### src/design/clk_strap_params.svh
`ifndef CLK_STRAP_PARAMS_SVH
`define CLK_STRAP_PARAMS_SVH

// register byte offsets
`define OFF_REF_FREQ   12'h000
`define OFF_LB_DIV     12'h004
`define OFF_GRADE      12'h008
`define OFF_RATIOS     12'h00c
`define OFF_FREQ_PC    12'h010
`define OFF_FREQ_ML    12'h014
`define OFF_STATUS     12'h018
`define OFF_MASK       12'h01c

// reset values: reference 100 MHz, divider 8, grade 1500 MHz
`define RST_REF_FREQ   8'h64
`define RST_LB_DIV     8'h08
`define RST_GRADE      16'h05dc

// platform ratio strap codes
`define PLAT_CODE_2    4'h2
`define PLAT_CODE_3    4'h3
`define PLAT_CODE_4    4'h4
`define PLAT_CODE_5    4'h5
`define PLAT_CODE_6    4'h6
`define PLAT_CODE_8    4'h8
`define PLAT_CODE_9    4'h9
`define PLAT_RSV_0     4'h0
`define PLAT_RSV_1     4'h1
`define PLAT_RSV_7     4'h7

// core ratio strap codes, multiplier kept as twice the ratio
`define CORE_CODE_20   5'h08
`define CORE_CODE_25   5'h0c
`define CORE_CODE_30   5'h10
`define CORE_CODE_35   5'h1c
`define CORE_CODE_40   5'h14
`define CORE_CODE_45   5'h0e

// frequency limits in MHz: 400, 500, 600, 800, 200, 300, 25, 133
`define PLAT_LOW       16'h0190
`define PLAT_BAND_LO   16'h01f4
`define PLAT_BAND_HI   16'h0258
`define CORE_MIN       16'h0320
`define MEM_MIN        16'h00c8
`define MEM_MAX        16'h012c
`define LB_MIN         16'h0019
`define LB_MAX         16'h0085

// status / mask bit positions
`define ST_PLAT_RSV    0
`define ST_CORE_UNSUP  1
`define ST_PLAT_RANGE  2
`define ST_CORE_RANGE  3
`define ST_MEM_RANGE   4
`define ST_LB_RANGE    5
`define ST_LATCHED     6
`define STATUS_W       7

// cycles between reset release and strap capture
`define SETTLE_CNT     2'h3
`define RATIOS_VALID_BIT 31

`endif

### src/design/clk_strap_pkg.sv
package clk_strap_pkg;

    typedef enum logic [0:0] {ST_SETTLE, ST_HELD} latch_state_e;

    typedef struct packed {
        logic [3:0] plat_mult;
        logic [3:0] core_x2;
        logic       plat_ok;
        logic       core_ok;
    } ratio_s;

    typedef struct packed {
        logic [15:0] plat;
        logic [15:0] core;
        logic [15:0] mem;
        logic [15:0] lb;
    } freq_s;

endpackage : clk_strap_pkg

### src/design/clock_ratio_strap_decoder.sv
`include "clk_strap_params.svh"

module clock_ratio_strap_decoder
    import clk_strap_pkg::*;
(
    input  wire logic        pclk,
    input  wire logic        presetn,
    input  wire logic        psel,
    input  wire logic        penable,
    input  wire logic        pwrite,
    input  wire logic [11:0] paddr,
    input  wire logic [31:0] pwdata,
    output logic      [31:0] prdata,
    output logic             pready,
    output logic             pslverr,
    input  wire logic [3:0]  platform_ratio_strap,
    input  wire logic [4:0]  core_ratio_strap,
    output ratio_s           ratio,
    output logic             ratios_valid,
    output logic             cfg_error,
    output logic             mem_clk_en,
    output logic             local_clk_en,
    output logic             irq
);

    // straps come from board pins: two flops before use
    logic [3:0] plat_meta_r, plat_sync_r;
    logic [4:0] core_meta_r, core_sync_r;

    always_ff @(posedge pclk or negedge presetn) begin
        if (!presetn) begin
            plat_meta_r <= 4'h0;
            plat_sync_r <= 4'h0;
            core_meta_r <= 5'h00;
            core_sync_r <= 5'h00;
        end else begin
            plat_meta_r <= platform_ratio_strap;
            plat_sync_r <= plat_meta_r;
            core_meta_r <= core_ratio_strap;
            core_sync_r <= core_meta_r;
        end
    end

    function automatic logic [4:0] plat_decode(input logic [3:0] code);
        plat_decode = 5'h00;
        case (code)
            `PLAT_CODE_2: plat_decode = {1'b1, 4'h2};
            `PLAT_CODE_3: plat_decode = {1'b1, 4'h3};
            `PLAT_CODE_4: plat_decode = {1'b1, 4'h4};
            `PLAT_CODE_5: plat_decode = {1'b1, 4'h5};
            `PLAT_CODE_6: plat_decode = {1'b1, 4'h6};
            `PLAT_CODE_8: plat_decode = {1'b1, 4'h8};
            `PLAT_CODE_9: plat_decode = {1'b1, 4'h9};
            // reserved codes and the rest give no multiplier
            default:      plat_decode = 5'h00;
        endcase
    endfunction : plat_decode

    function automatic logic [4:0] core_decode(input logic [4:0] code);
        core_decode = 5'h00;
        case (code)
            `CORE_CODE_20: core_decode = {1'b1, 4'h4};
            `CORE_CODE_25: core_decode = {1'b1, 4'h5};
            `CORE_CODE_30: core_decode = {1'b1, 4'h6};
            `CORE_CODE_35: core_decode = {1'b1, 4'h7};
            `CORE_CODE_40: core_decode = {1'b1, 4'h8};
            `CORE_CODE_45: core_decode = {1'b1, 4'h9};
            default:       core_decode = 5'h00;
        endcase
    endfunction : core_decode

    // strap capture: waits for the synchronisers to fill, then freezes
    latch_state_e state_r, state_nxt;
    logic [1:0]   settle_r, settle_nxt;
    logic [3:0]   strap_plat_r, strap_plat_nxt;
    logic [4:0]   strap_core_r, strap_core_nxt;
    ratio_s       ratio_r, ratio_nxt;
    logic         valid_r, valid_nxt;
    logic [4:0]   pd, cd;

    always_comb begin
        state_nxt      = state_r;
        settle_nxt     = settle_r;
        strap_plat_nxt = strap_plat_r;
        strap_core_nxt = strap_core_r;
        ratio_nxt      = ratio_r;
        valid_nxt      = valid_r;
        pd             = plat_decode(plat_sync_r);
        cd             = core_decode(core_sync_r);
        case (state_r)
            ST_SETTLE: begin
                if (settle_r == `SETTLE_CNT) begin
                    strap_plat_nxt = plat_sync_r;
                    strap_core_nxt = core_sync_r;
                    ratio_nxt      = '{plat_mult: pd[3:0], core_x2: cd[3:0],
                                       plat_ok: pd[4], core_ok: cd[4]};
                    valid_nxt      = 1'b1;
                    state_nxt      = ST_HELD;
                end else begin
                    settle_nxt = settle_r + 2'h1;
                end
            end
            ST_HELD: state_nxt = ST_HELD;
            default: state_nxt = ST_SETTLE;
        endcase
    end

    always_ff @(posedge pclk or negedge presetn) begin
        if (!presetn) begin
            state_r      <= ST_SETTLE;
            settle_r     <= 2'h0;
            strap_plat_r <= 4'h0;
            strap_core_r <= 5'h00;
            ratio_r      <= '0;
            valid_r      <= 1'b0;
        end else begin
            state_r      <= state_nxt;
            settle_r     <= settle_nxt;
            strap_plat_r <= strap_plat_nxt;
            strap_core_r <= strap_core_nxt;
            ratio_r      <= ratio_nxt;
            valid_r      <= valid_nxt;
        end
    end

    // software registers
    logic [7:0]  ref_r, ref_nxt;
    logic [7:0]  div_r, div_nxt;
    logic [15:0] grade_r, grade_nxt;
    logic [`STATUS_W-1:0] mask_r, mask_nxt, status_r, status_nxt, ev;
    logic [31:0] prdata_r, prdata_nxt;
    logic        pready_r, pready_nxt, pslverr_r, pslverr_nxt;
    logic        wr_en;
    freq_s       f;

    // derived frequencies in MHz, from reference value software supplies
    always_comb begin
        f.plat = 16'(ref_r * ratio_r.plat_mult);
        f.core = 16'((32'(f.plat) * ratio_r.core_x2) >> 1);
        f.mem  = f.plat >> 1;
        f.lb   = (div_r == 8'h00) ? 16'h0000 : 16'(f.plat / div_r);
    end

    // range checks only mean something once ratios are frozen
    always_comb begin
        ev = '0;
        if (valid_r) begin
            ev[`ST_PLAT_RSV]   = !ratio_r.plat_ok;
            ev[`ST_CORE_UNSUP] = !ratio_r.core_ok;
            ev[`ST_PLAT_RANGE] = !(f.plat == `PLAT_LOW ||
                                   (f.plat >= `PLAT_BAND_LO && f.plat <= `PLAT_BAND_HI));
            ev[`ST_CORE_RANGE] = f.core < `CORE_MIN || f.core > grade_r;
            ev[`ST_MEM_RANGE]  = f.mem < `MEM_MIN || f.mem > `MEM_MAX;
            ev[`ST_LB_RANGE]   = f.lb < `LB_MIN || f.lb > `LB_MAX;
        end
        ev[`ST_LATCHED] = (state_r == ST_SETTLE) && valid_nxt;
    end

    // no wait state: pready rises in the first access cycle
    assign wr_en = psel && penable && pready_r && pwrite;

    always_comb begin
        ref_nxt     = ref_r;
        div_nxt     = div_r;
        grade_nxt   = grade_r;
        mask_nxt    = mask_r;
        prdata_nxt  = prdata_r;
        pslverr_nxt = pslverr_r;
        pready_nxt  = psel && !penable;
        if (psel && !penable) begin
            pslverr_nxt = 1'b0;
            prdata_nxt  = 32'h0000_0000;
            case (paddr)
                `OFF_REF_FREQ: prdata_nxt[7:0]  = ref_r;
                `OFF_LB_DIV:   prdata_nxt[7:0]  = div_r;
                `OFF_GRADE:    prdata_nxt[15:0] = grade_r;
                `OFF_RATIOS:   prdata_nxt = {valid_r, 7'h00, ratio_r.core_x2, ratio_r.plat_mult,
                                             5'h00, ratio_r.core_ok, ratio_r.plat_ok,
                                             strap_core_r, strap_plat_r};
                `OFF_FREQ_PC:  prdata_nxt = {f.core, f.plat};
                `OFF_FREQ_ML:  prdata_nxt = {f.lb, f.mem};
                `OFF_STATUS:   prdata_nxt[`STATUS_W-1:0] = status_r;
                `OFF_MASK:     prdata_nxt[`STATUS_W-1:0] = mask_r;
                default:       pslverr_nxt = 1'b1;
            endcase
        end
        if (wr_en) begin
            case (paddr)
                `OFF_REF_FREQ: ref_nxt   = pwdata[7:0];
                `OFF_LB_DIV:   div_nxt   = pwdata[7:0];
                `OFF_GRADE:    grade_nxt = pwdata[15:0];
                `OFF_MASK:     mask_nxt  = pwdata[`STATUS_W-1:0];
                default:       ;
            endcase
        end
    end

    always_ff @(posedge pclk or negedge presetn) begin
        if (!presetn) begin
            ref_r     <= `RST_REF_FREQ;
            div_r     <= `RST_LB_DIV;
            grade_r   <= `RST_GRADE;
            mask_r    <= '0;
            prdata_r  <= 32'h0000_0000;
            pready_r  <= 1'b0;
            pslverr_r <= 1'b0;
        end else begin
            ref_r     <= ref_nxt;
            div_r     <= div_nxt;
            grade_r   <= grade_nxt;
            mask_r    <= mask_nxt;
            prdata_r  <= prdata_nxt;
            pready_r  <= pready_nxt;
            pslverr_r <= pslverr_nxt;
        end
    end

    // sticky status, write one to clear; a new event beats the clear
    logic irq_r, irq_nxt, cfg_err_r, cfg_err_nxt;

    always_comb begin
        status_nxt = status_r;
        if (wr_en && paddr == `OFF_STATUS) begin
            status_nxt = status_r & ~pwdata[`STATUS_W-1:0];
        end
        status_nxt  = status_nxt | ev;
        irq_nxt     = |(status_nxt & mask_nxt);
        cfg_err_nxt = valid_nxt && !(ratio_nxt.plat_ok && ratio_nxt.core_ok);
    end

    always_ff @(posedge pclk or negedge presetn) begin
        if (!presetn) begin
            status_r  <= '0;
            irq_r     <= 1'b0;
            cfg_err_r <= 1'b0;
        end else begin
            status_r  <= status_nxt;
            irq_r     <= irq_nxt;
            cfg_err_r <= cfg_err_nxt;
        end
    end

    // clock enables: pclk stands in for the platform clock
    logic       mem_en_r, mem_en_nxt, lb_en_r, lb_en_nxt;
    logic [7:0] lb_cnt_r, lb_cnt_nxt;

    always_comb begin
        mem_en_nxt = valid_r && !mem_en_r;
        lb_cnt_nxt = lb_cnt_r;
        lb_en_nxt  = 1'b0;
        // divider zero stalls the local clock rather than dividing by zero
        if (valid_r && div_r != 8'h00) begin
            if (lb_cnt_r >= div_r - 8'h01) begin
                lb_cnt_nxt = 8'h00;
                lb_en_nxt  = 1'b1;
            end else begin
                lb_cnt_nxt = lb_cnt_r + 8'h01;
            end
        end
    end

    always_ff @(posedge pclk or negedge presetn) begin
        if (!presetn) begin
            mem_en_r <= 1'b0;
            lb_en_r  <= 1'b0;
            lb_cnt_r <= 8'h00;
        end else begin
            mem_en_r <= mem_en_nxt;
            lb_en_r  <= lb_en_nxt;
            lb_cnt_r <= lb_cnt_nxt;
        end
    end

    assign prdata       = prdata_r;
    assign pready       = pready_r;
    assign pslverr      = pslverr_r;
    assign ratio        = ratio_r;
    assign ratios_valid = valid_r;
    assign cfg_error    = cfg_err_r;
    assign mem_clk_en   = mem_en_r;
    assign local_clk_en = lb_en_r;
    assign irq          = irq_r;
endmodule : clock_ratio_strap_decoder
### config.mk
export PLATFORM = sky130hd
export DESIGN_NAME = clock_ratio_strap_decoder
export DESIGN_NICKNAME = d
export VERILOG_FILES = /design/src/design/clk_strap_pkg.sv /design/src/design/clock_ratio_strap_decoder.sv
export VERILOG_INCLUDE_DIRS = /design/src /design/src/design
export SDC_FILE = /design/constraint.sdc
export NUM_CORES = 1
export LEC_CHECK = 0
export BUFFER_PORTS_ARGS = -buffer_cell sky130_fd_sc_hd__buf_2
export CAP_MARGIN = 20
export CORE_MARGIN = 2
export CORE_UTILIZATION = 50
export CTS_CLUSTER_DIAMETER = 30
export DETAILED_ROUTE_END_ITERATION = 12
export PLACE_DENSITY = 0.68
export SLEW_MARGIN = 20
export SYNTH_ARGS = -nofsm -noshare
export SYNTH_HDL_FRONTEND = slang
export SYNTH_SLANG_ARGS = --single-unit
### constraint.sdc
create_clock -name pclk -period 35.4 [get_ports pclk]
set_input_delay 7.08 -clock pclk [delete_from_list [all_inputs] [get_ports pclk]]
set_output_delay 7.08 -clock pclk [all_outputs]
set_load 0.01 [all_outputs]
==> implementation parameters <==
Parameter                              Value

Outcome
  Outcome    finished, final reports clean

Placement
  Final weighted congestion of routability-driven global placement    0.931
  HPWL reported at the end of detailed placement    32.3 mm
  Port Buffer Count    90
  Placement Cell Area    15200 um2

Floorplan
  Starting density of the core    50.4%
  # rows    62
  Die footprint    30100 um2
  Standard cell core area    28500 um2
  Vert. Die Dim    173 um
  Die extent in x    173 um
  I/O pin count    107

Route
  Total number of vias    13500
  Detailed-route DRC error count    0
  Final wirelength    42.2 mm
  Per-cell via count in the routed design    6.08
  WL per Instance    19.0 um
  Antenna Nets Post-Route    0
  Length of the first detailed-routing pass in iterations    6
  Number of DRC markers after the initial detailed-route iteration    976

Worst setup path
  Most common cell on crit path    sky130_fd_sc_hd__o21a_1
  Stage delay of the slowest cell on the critical path    0.73 ns
  Crit path launch type    flip-flop
  Destination of the worst register-to-register timing path    irq
  Worst-path fanout max    19
  Worst path arrival time    33.21 ns
  Buffers plus inverters on the worst setup path    4
  Capturing element type of the critical path    flip-flop
  Worst setup slack for register-to-register paths    2.54 ns
  Count of cells along the worst register-to-register path    131
  Startpoint of the most critical register-to-register path    div_r[0]
  Last element of the critical path    irq
  Start-to-end type of the worst setup path    flip-flop to flip-flop
  Critical Path RT    35.75 ns
  Cell with the largest stage delay on the worst path    sky130_fd_sc_hd__or4_4
  Critical Path Start    div_r[0]
  WP depth    131
  Cell class contributing the biggest share of worst-path delay    compound AO/OA/AOI/OAI gates

Finish
  Final Cell Area    15900 um2
  Core occupancy in the finished layout    55.7%
  Nets    2073
  Proportion of layout cells with a drive suffix above 1    12.9%
  Layout overhead on the synthesized area    10.6%

Clocking
  Num CTS Buffers    17
  Clock tree from TritonCTS    built
  Clk sinks    133
  Clock tree root driver cell    sky130_fd_sc_hd__clkbuf_16
  Clock insertion delay at the later pin of the skew report    0.44 ns
  H-tree depth reported by CTS    4
  Post-CTS repair timing setup buffer count    0
  Buffer depth of the longest clock path    2
  Hold buffer count at CTS    0
  Post-CTS clock slew at the launch and capture registers of the worst setup and hold paths    0.06 ns
  Post_cts resized    0

Timing
  Hold Fails Final Rpt    0
  Tightest slew margin relative to the limit    29.7%
  Final sum of negative setup slack    0 ns
  Achievable Freq    30.4 MHz
  Setup repair after global routing missed its margin    no
  Worst Clk Skew    0.00850 ns
  Final setup viols    0
  Final period utilization    92.8%
  Min cycle time layout    32.86 ns
  Slew @ Worst Pin    1.04 ns
  Max-slew violation count    0

Yosys
  Flops & latches, synth    133
  Yosys top cell area share    21.3%
  Library cell occupying the most area in the post-synthesis netlist    sky130_fd_sc_hd__dfrtp_1
  Largest family of logic cells by synthesized area    compound AO/OA/AOI/OAI gates
  Sequential cell area fraction in the yosys report    23.3%
  Most used DFF post-synth    sky130_fd_sc_hd__dfrtp_1
  Library cells used by synthesis    95
  Portion of netlist area occupied by mux cells    5.11%
  Post-synthesis share of cell area spent on full adders, half adders and majority gates    18.8%
  Post-synth ARST share    100%
  Number of instances in the synthesized netlist    1753
  Synthesized-area fraction occupied by ao, oa, aoi and oai cells    22.6%
  Basic-gate share of the synthesized area counting and, or, nand and nor cells    20.9%
  Number of warnings reported in the yosys synthesis log    0
  Xor/xnor cell area share of the yosys netlist    4.64%
  Cell area after synthesis    14300 um2
  Mean cell area of the mapped netlist    8.18 um2
  Number of flops mapped to enable cells by yosys    0
  Main area contributors after synthesis    sky130_fd_sc_hd__dfrtp_1 (21%), sky130_fd_sc_hd__ha_1 (14%), sky130_fd_sc_hd__nand2_1 (5.9%)

Global routing
  Global-route wire length before repair    67.3 mm
  Vias in the first global route    13000
  Remaining global-route overflow    0
  Global routing usage summed across all routing layers    27.9%
  Number of antenna violations at the first check in global routing    1
  Pin count of the biggest net entering global routing    90

Min path
  Number of instances on the worst hold path    0
  Hold_sp    core_meta_r[1]
  Worst min path class    flip-flop to flip-flop

Power
  Total power of the final layout    372 uW
  Power per Cell Area    23.4 nW/um2
  Leakage    7.94 nW
  Worst vdd ir    0.0000393 V

Flow run
  Number of maximum-capacitance constraint violations    0
cells by family after synthesis:
logic type / count (synthesis)
simple gates: 623
compound gates: 488
flops: 133
xor+xnor: 76
buf+inv: 174
mux: 62
other cells: 1
fa+ha+maj: 196
layout make-up:
type,count,area [um2]
diodes,1,2.50
clock buffers,19,443
clock inverters,13,193
fillers,2700,12600
inverters,106,398
multi-input cells,1448,10400
flip-flops and latches,133,3340
well taps,384,480
repair buffers,114,637
worst min-delay path by stage:
stage and endpoint:
2_1_floorplan core_sync_r[0], 3_3_place_gp plat_sync_r[2], 3_5_place_dp core_sync_r[1], 4_1_cts core_sync_r[4]
5_1_grt plat_sync_r[1], 6_report core_sync_r[1]
flip-flops by register name (all words and copies together) (netlist names), 2 cells and up:
register	count
lb_cnt_r	8
settle_r	2
core_sync_r	5
ratio	10
status_r	7
strap_plat_r	4
strap_core_r	5
ref_r	8
plat_sync_r	4
div_r	8
core_meta_r	5
grade_r	16
mask_r	7
plat_meta_r	4
prdata	32
metal layers:
metal | routed length, um | vias to the layer above | track usage [%]
li1 | - | 6452 | -
met1 | 17800 | 6483 | 35.0
met2 | 20200 | 447 | 47.8
met3 | 2480 | 103 | 4.25
met4 | 1680 | 0 | 11.9
met5 | 0 | - | 0
worst reg2reg max path: cells and delay by family (launching register included):
kind            cells  cell delay, ns
compound gates     72           16.33
buf+inv             4            0.69
fa+ha+maj          16            5.00
mux                 5            1.75
flops               1            0.54
simple gates       34            8.52
synth_stat cells (4+ instances only):
cell and instances:
sky130_fd_sc_hd__a22o_1 6, sky130_fd_sc_hd__or4_1 7, sky130_fd_sc_hd__a211oi_1 12, sky130_fd_sc_hd__o211ai_1 15
sky130_fd_sc_hd__nor3_1 53, sky130_fd_sc_hd__o21ai_1 4, sky130_fd_sc_hd__or3_1 13, sky130_fd_sc_hd__a222oi_1 7
sky130_fd_sc_hd__a2111oi_0 5, sky130_fd_sc_hd__buf_1 4, sky130_fd_sc_hd__inv_1 106, sky130_fd_sc_hd__nor3b_1 4
sky130_fd_sc_hd__ha_1 163, sky130_fd_sc_hd__dfstp_2 11, sky130_fd_sc_hd__o21a_1 49, sky130_fd_sc_hd__nor2b_1 23
sky130_fd_sc_hd__nor4_1 8, sky130_fd_sc_hd__a31oi_1 9, sky130_fd_sc_hd__nand3_1 33, sky130_fd_sc_hd__xor2_1 23
sky130_fd_sc_hd__nand2_1 226, sky130_fd_sc_hd__mux2_2 36, sky130_fd_sc_hd__xnor2_1 53, sky130_fd_sc_hd__mux4_2 5
sky130_fd_sc_hd__or2_2 10, sky130_fd_sc_hd__a221oi_1 9, sky130_fd_sc_hd__a22oi_1 16, sky130_fd_sc_hd__clkbuf_1 52
sky130_fd_sc_hd__o21ai_0 130, sky130_fd_sc_hd__nand4_1 13, sky130_fd_sc_hd__and2_1 40, sky130_fd_sc_hd__a21o_1 28
sky130_fd_sc_hd__mux2i_1 20, sky130_fd_sc_hd__a21boi_0 7, sky130_fd_sc_hd__a21oi_1 106, sky130_fd_sc_hd__o41ai_1 4
sky130_fd_sc_hd__dfrtp_1 122, sky130_fd_sc_hd__fa_1 32, sky130_fd_sc_hd__nor2_1 130, sky130_fd_sc_hd__o21bai_1 9
sky130_fd_sc_hd__buf_2 10, sky130_fd_sc_hd__and3_1 12, sky130_fd_sc_hd__nand2b_1 31, sky130_fd_sc_hd__o22ai_1 11
sky130_fd_sc_hd__o31ai_1 12
cell usage in the layout (no fill, tap or decap), types with 10 or more instances in the layout:
cell type / n
sky130_fd_sc_hd__nand2_1: 226
sky130_fd_sc_hd__ha_1: 163
sky130_fd_sc_hd__o21ai_0: 130
sky130_fd_sc_hd__nor2_1: 129
sky130_fd_sc_hd__dfrtp_1: 122
sky130_fd_sc_hd__inv_1: 106
sky130_fd_sc_hd__a21oi_1: 105
sky130_fd_sc_hd__buf_2: 89
sky130_fd_sc_hd__xnor2_1: 53
sky130_fd_sc_hd__nor3_1: 52
sky130_fd_sc_hd__o21a_1: 49
sky130_fd_sc_hd__and2_1: 40
sky130_fd_sc_hd__mux2_2: 36
sky130_fd_sc_hd__nand3_1: 33
sky130_fd_sc_hd__fa_1: 32
sky130_fd_sc_hd__nand2b_1: 30
sky130_fd_sc_hd__a21o_1: 28
sky130_fd_sc_hd__buf_4: 24
sky130_fd_sc_hd__xor2_1: 23
sky130_fd_sc_hd__nor2b_1: 23
sky130_fd_sc_hd__mux2i_1: 20
sky130_fd_sc_hd__clkbuf_16: 17
sky130_fd_sc_hd__a22oi_1: 16
sky130_fd_sc_hd__o211ai_1: 15
sky130_fd_sc_hd__or3_1: 13
sky130_fd_sc_hd__nand4_1: 13
sky130_fd_sc_hd__a211oi_1: 12
sky130_fd_sc_hd__o31ai_1: 12
sky130_fd_sc_hd__and3_1: 12
sky130_fd_sc_hd__o22ai_1: 11
sky130_fd_sc_hd__dfstp_2: 11
sky130_fd_sc_hd__or2_2: 10
per-stage QoR:
stage          worst slack [ns]  cells  hold slack (ns)
6_report                   2.54   2218            0.343
5_1_grt                   0.122   2217            0.362
4_1_cts                    2.20   2217            0.349
3_5_place_dp               2.40   2185            0.335
3_3_place_gp               2.70   2185            0.332
2_1_floorplan              6.89   1755            0.331
report_power, final:
group,switching (mW),internal [mW]
Clock,0.0737,0.121
Combinational,0.0113,0.00630
Sequential,0.00447,0.155
Note: power is estimated with default switching activity, not from simulation.
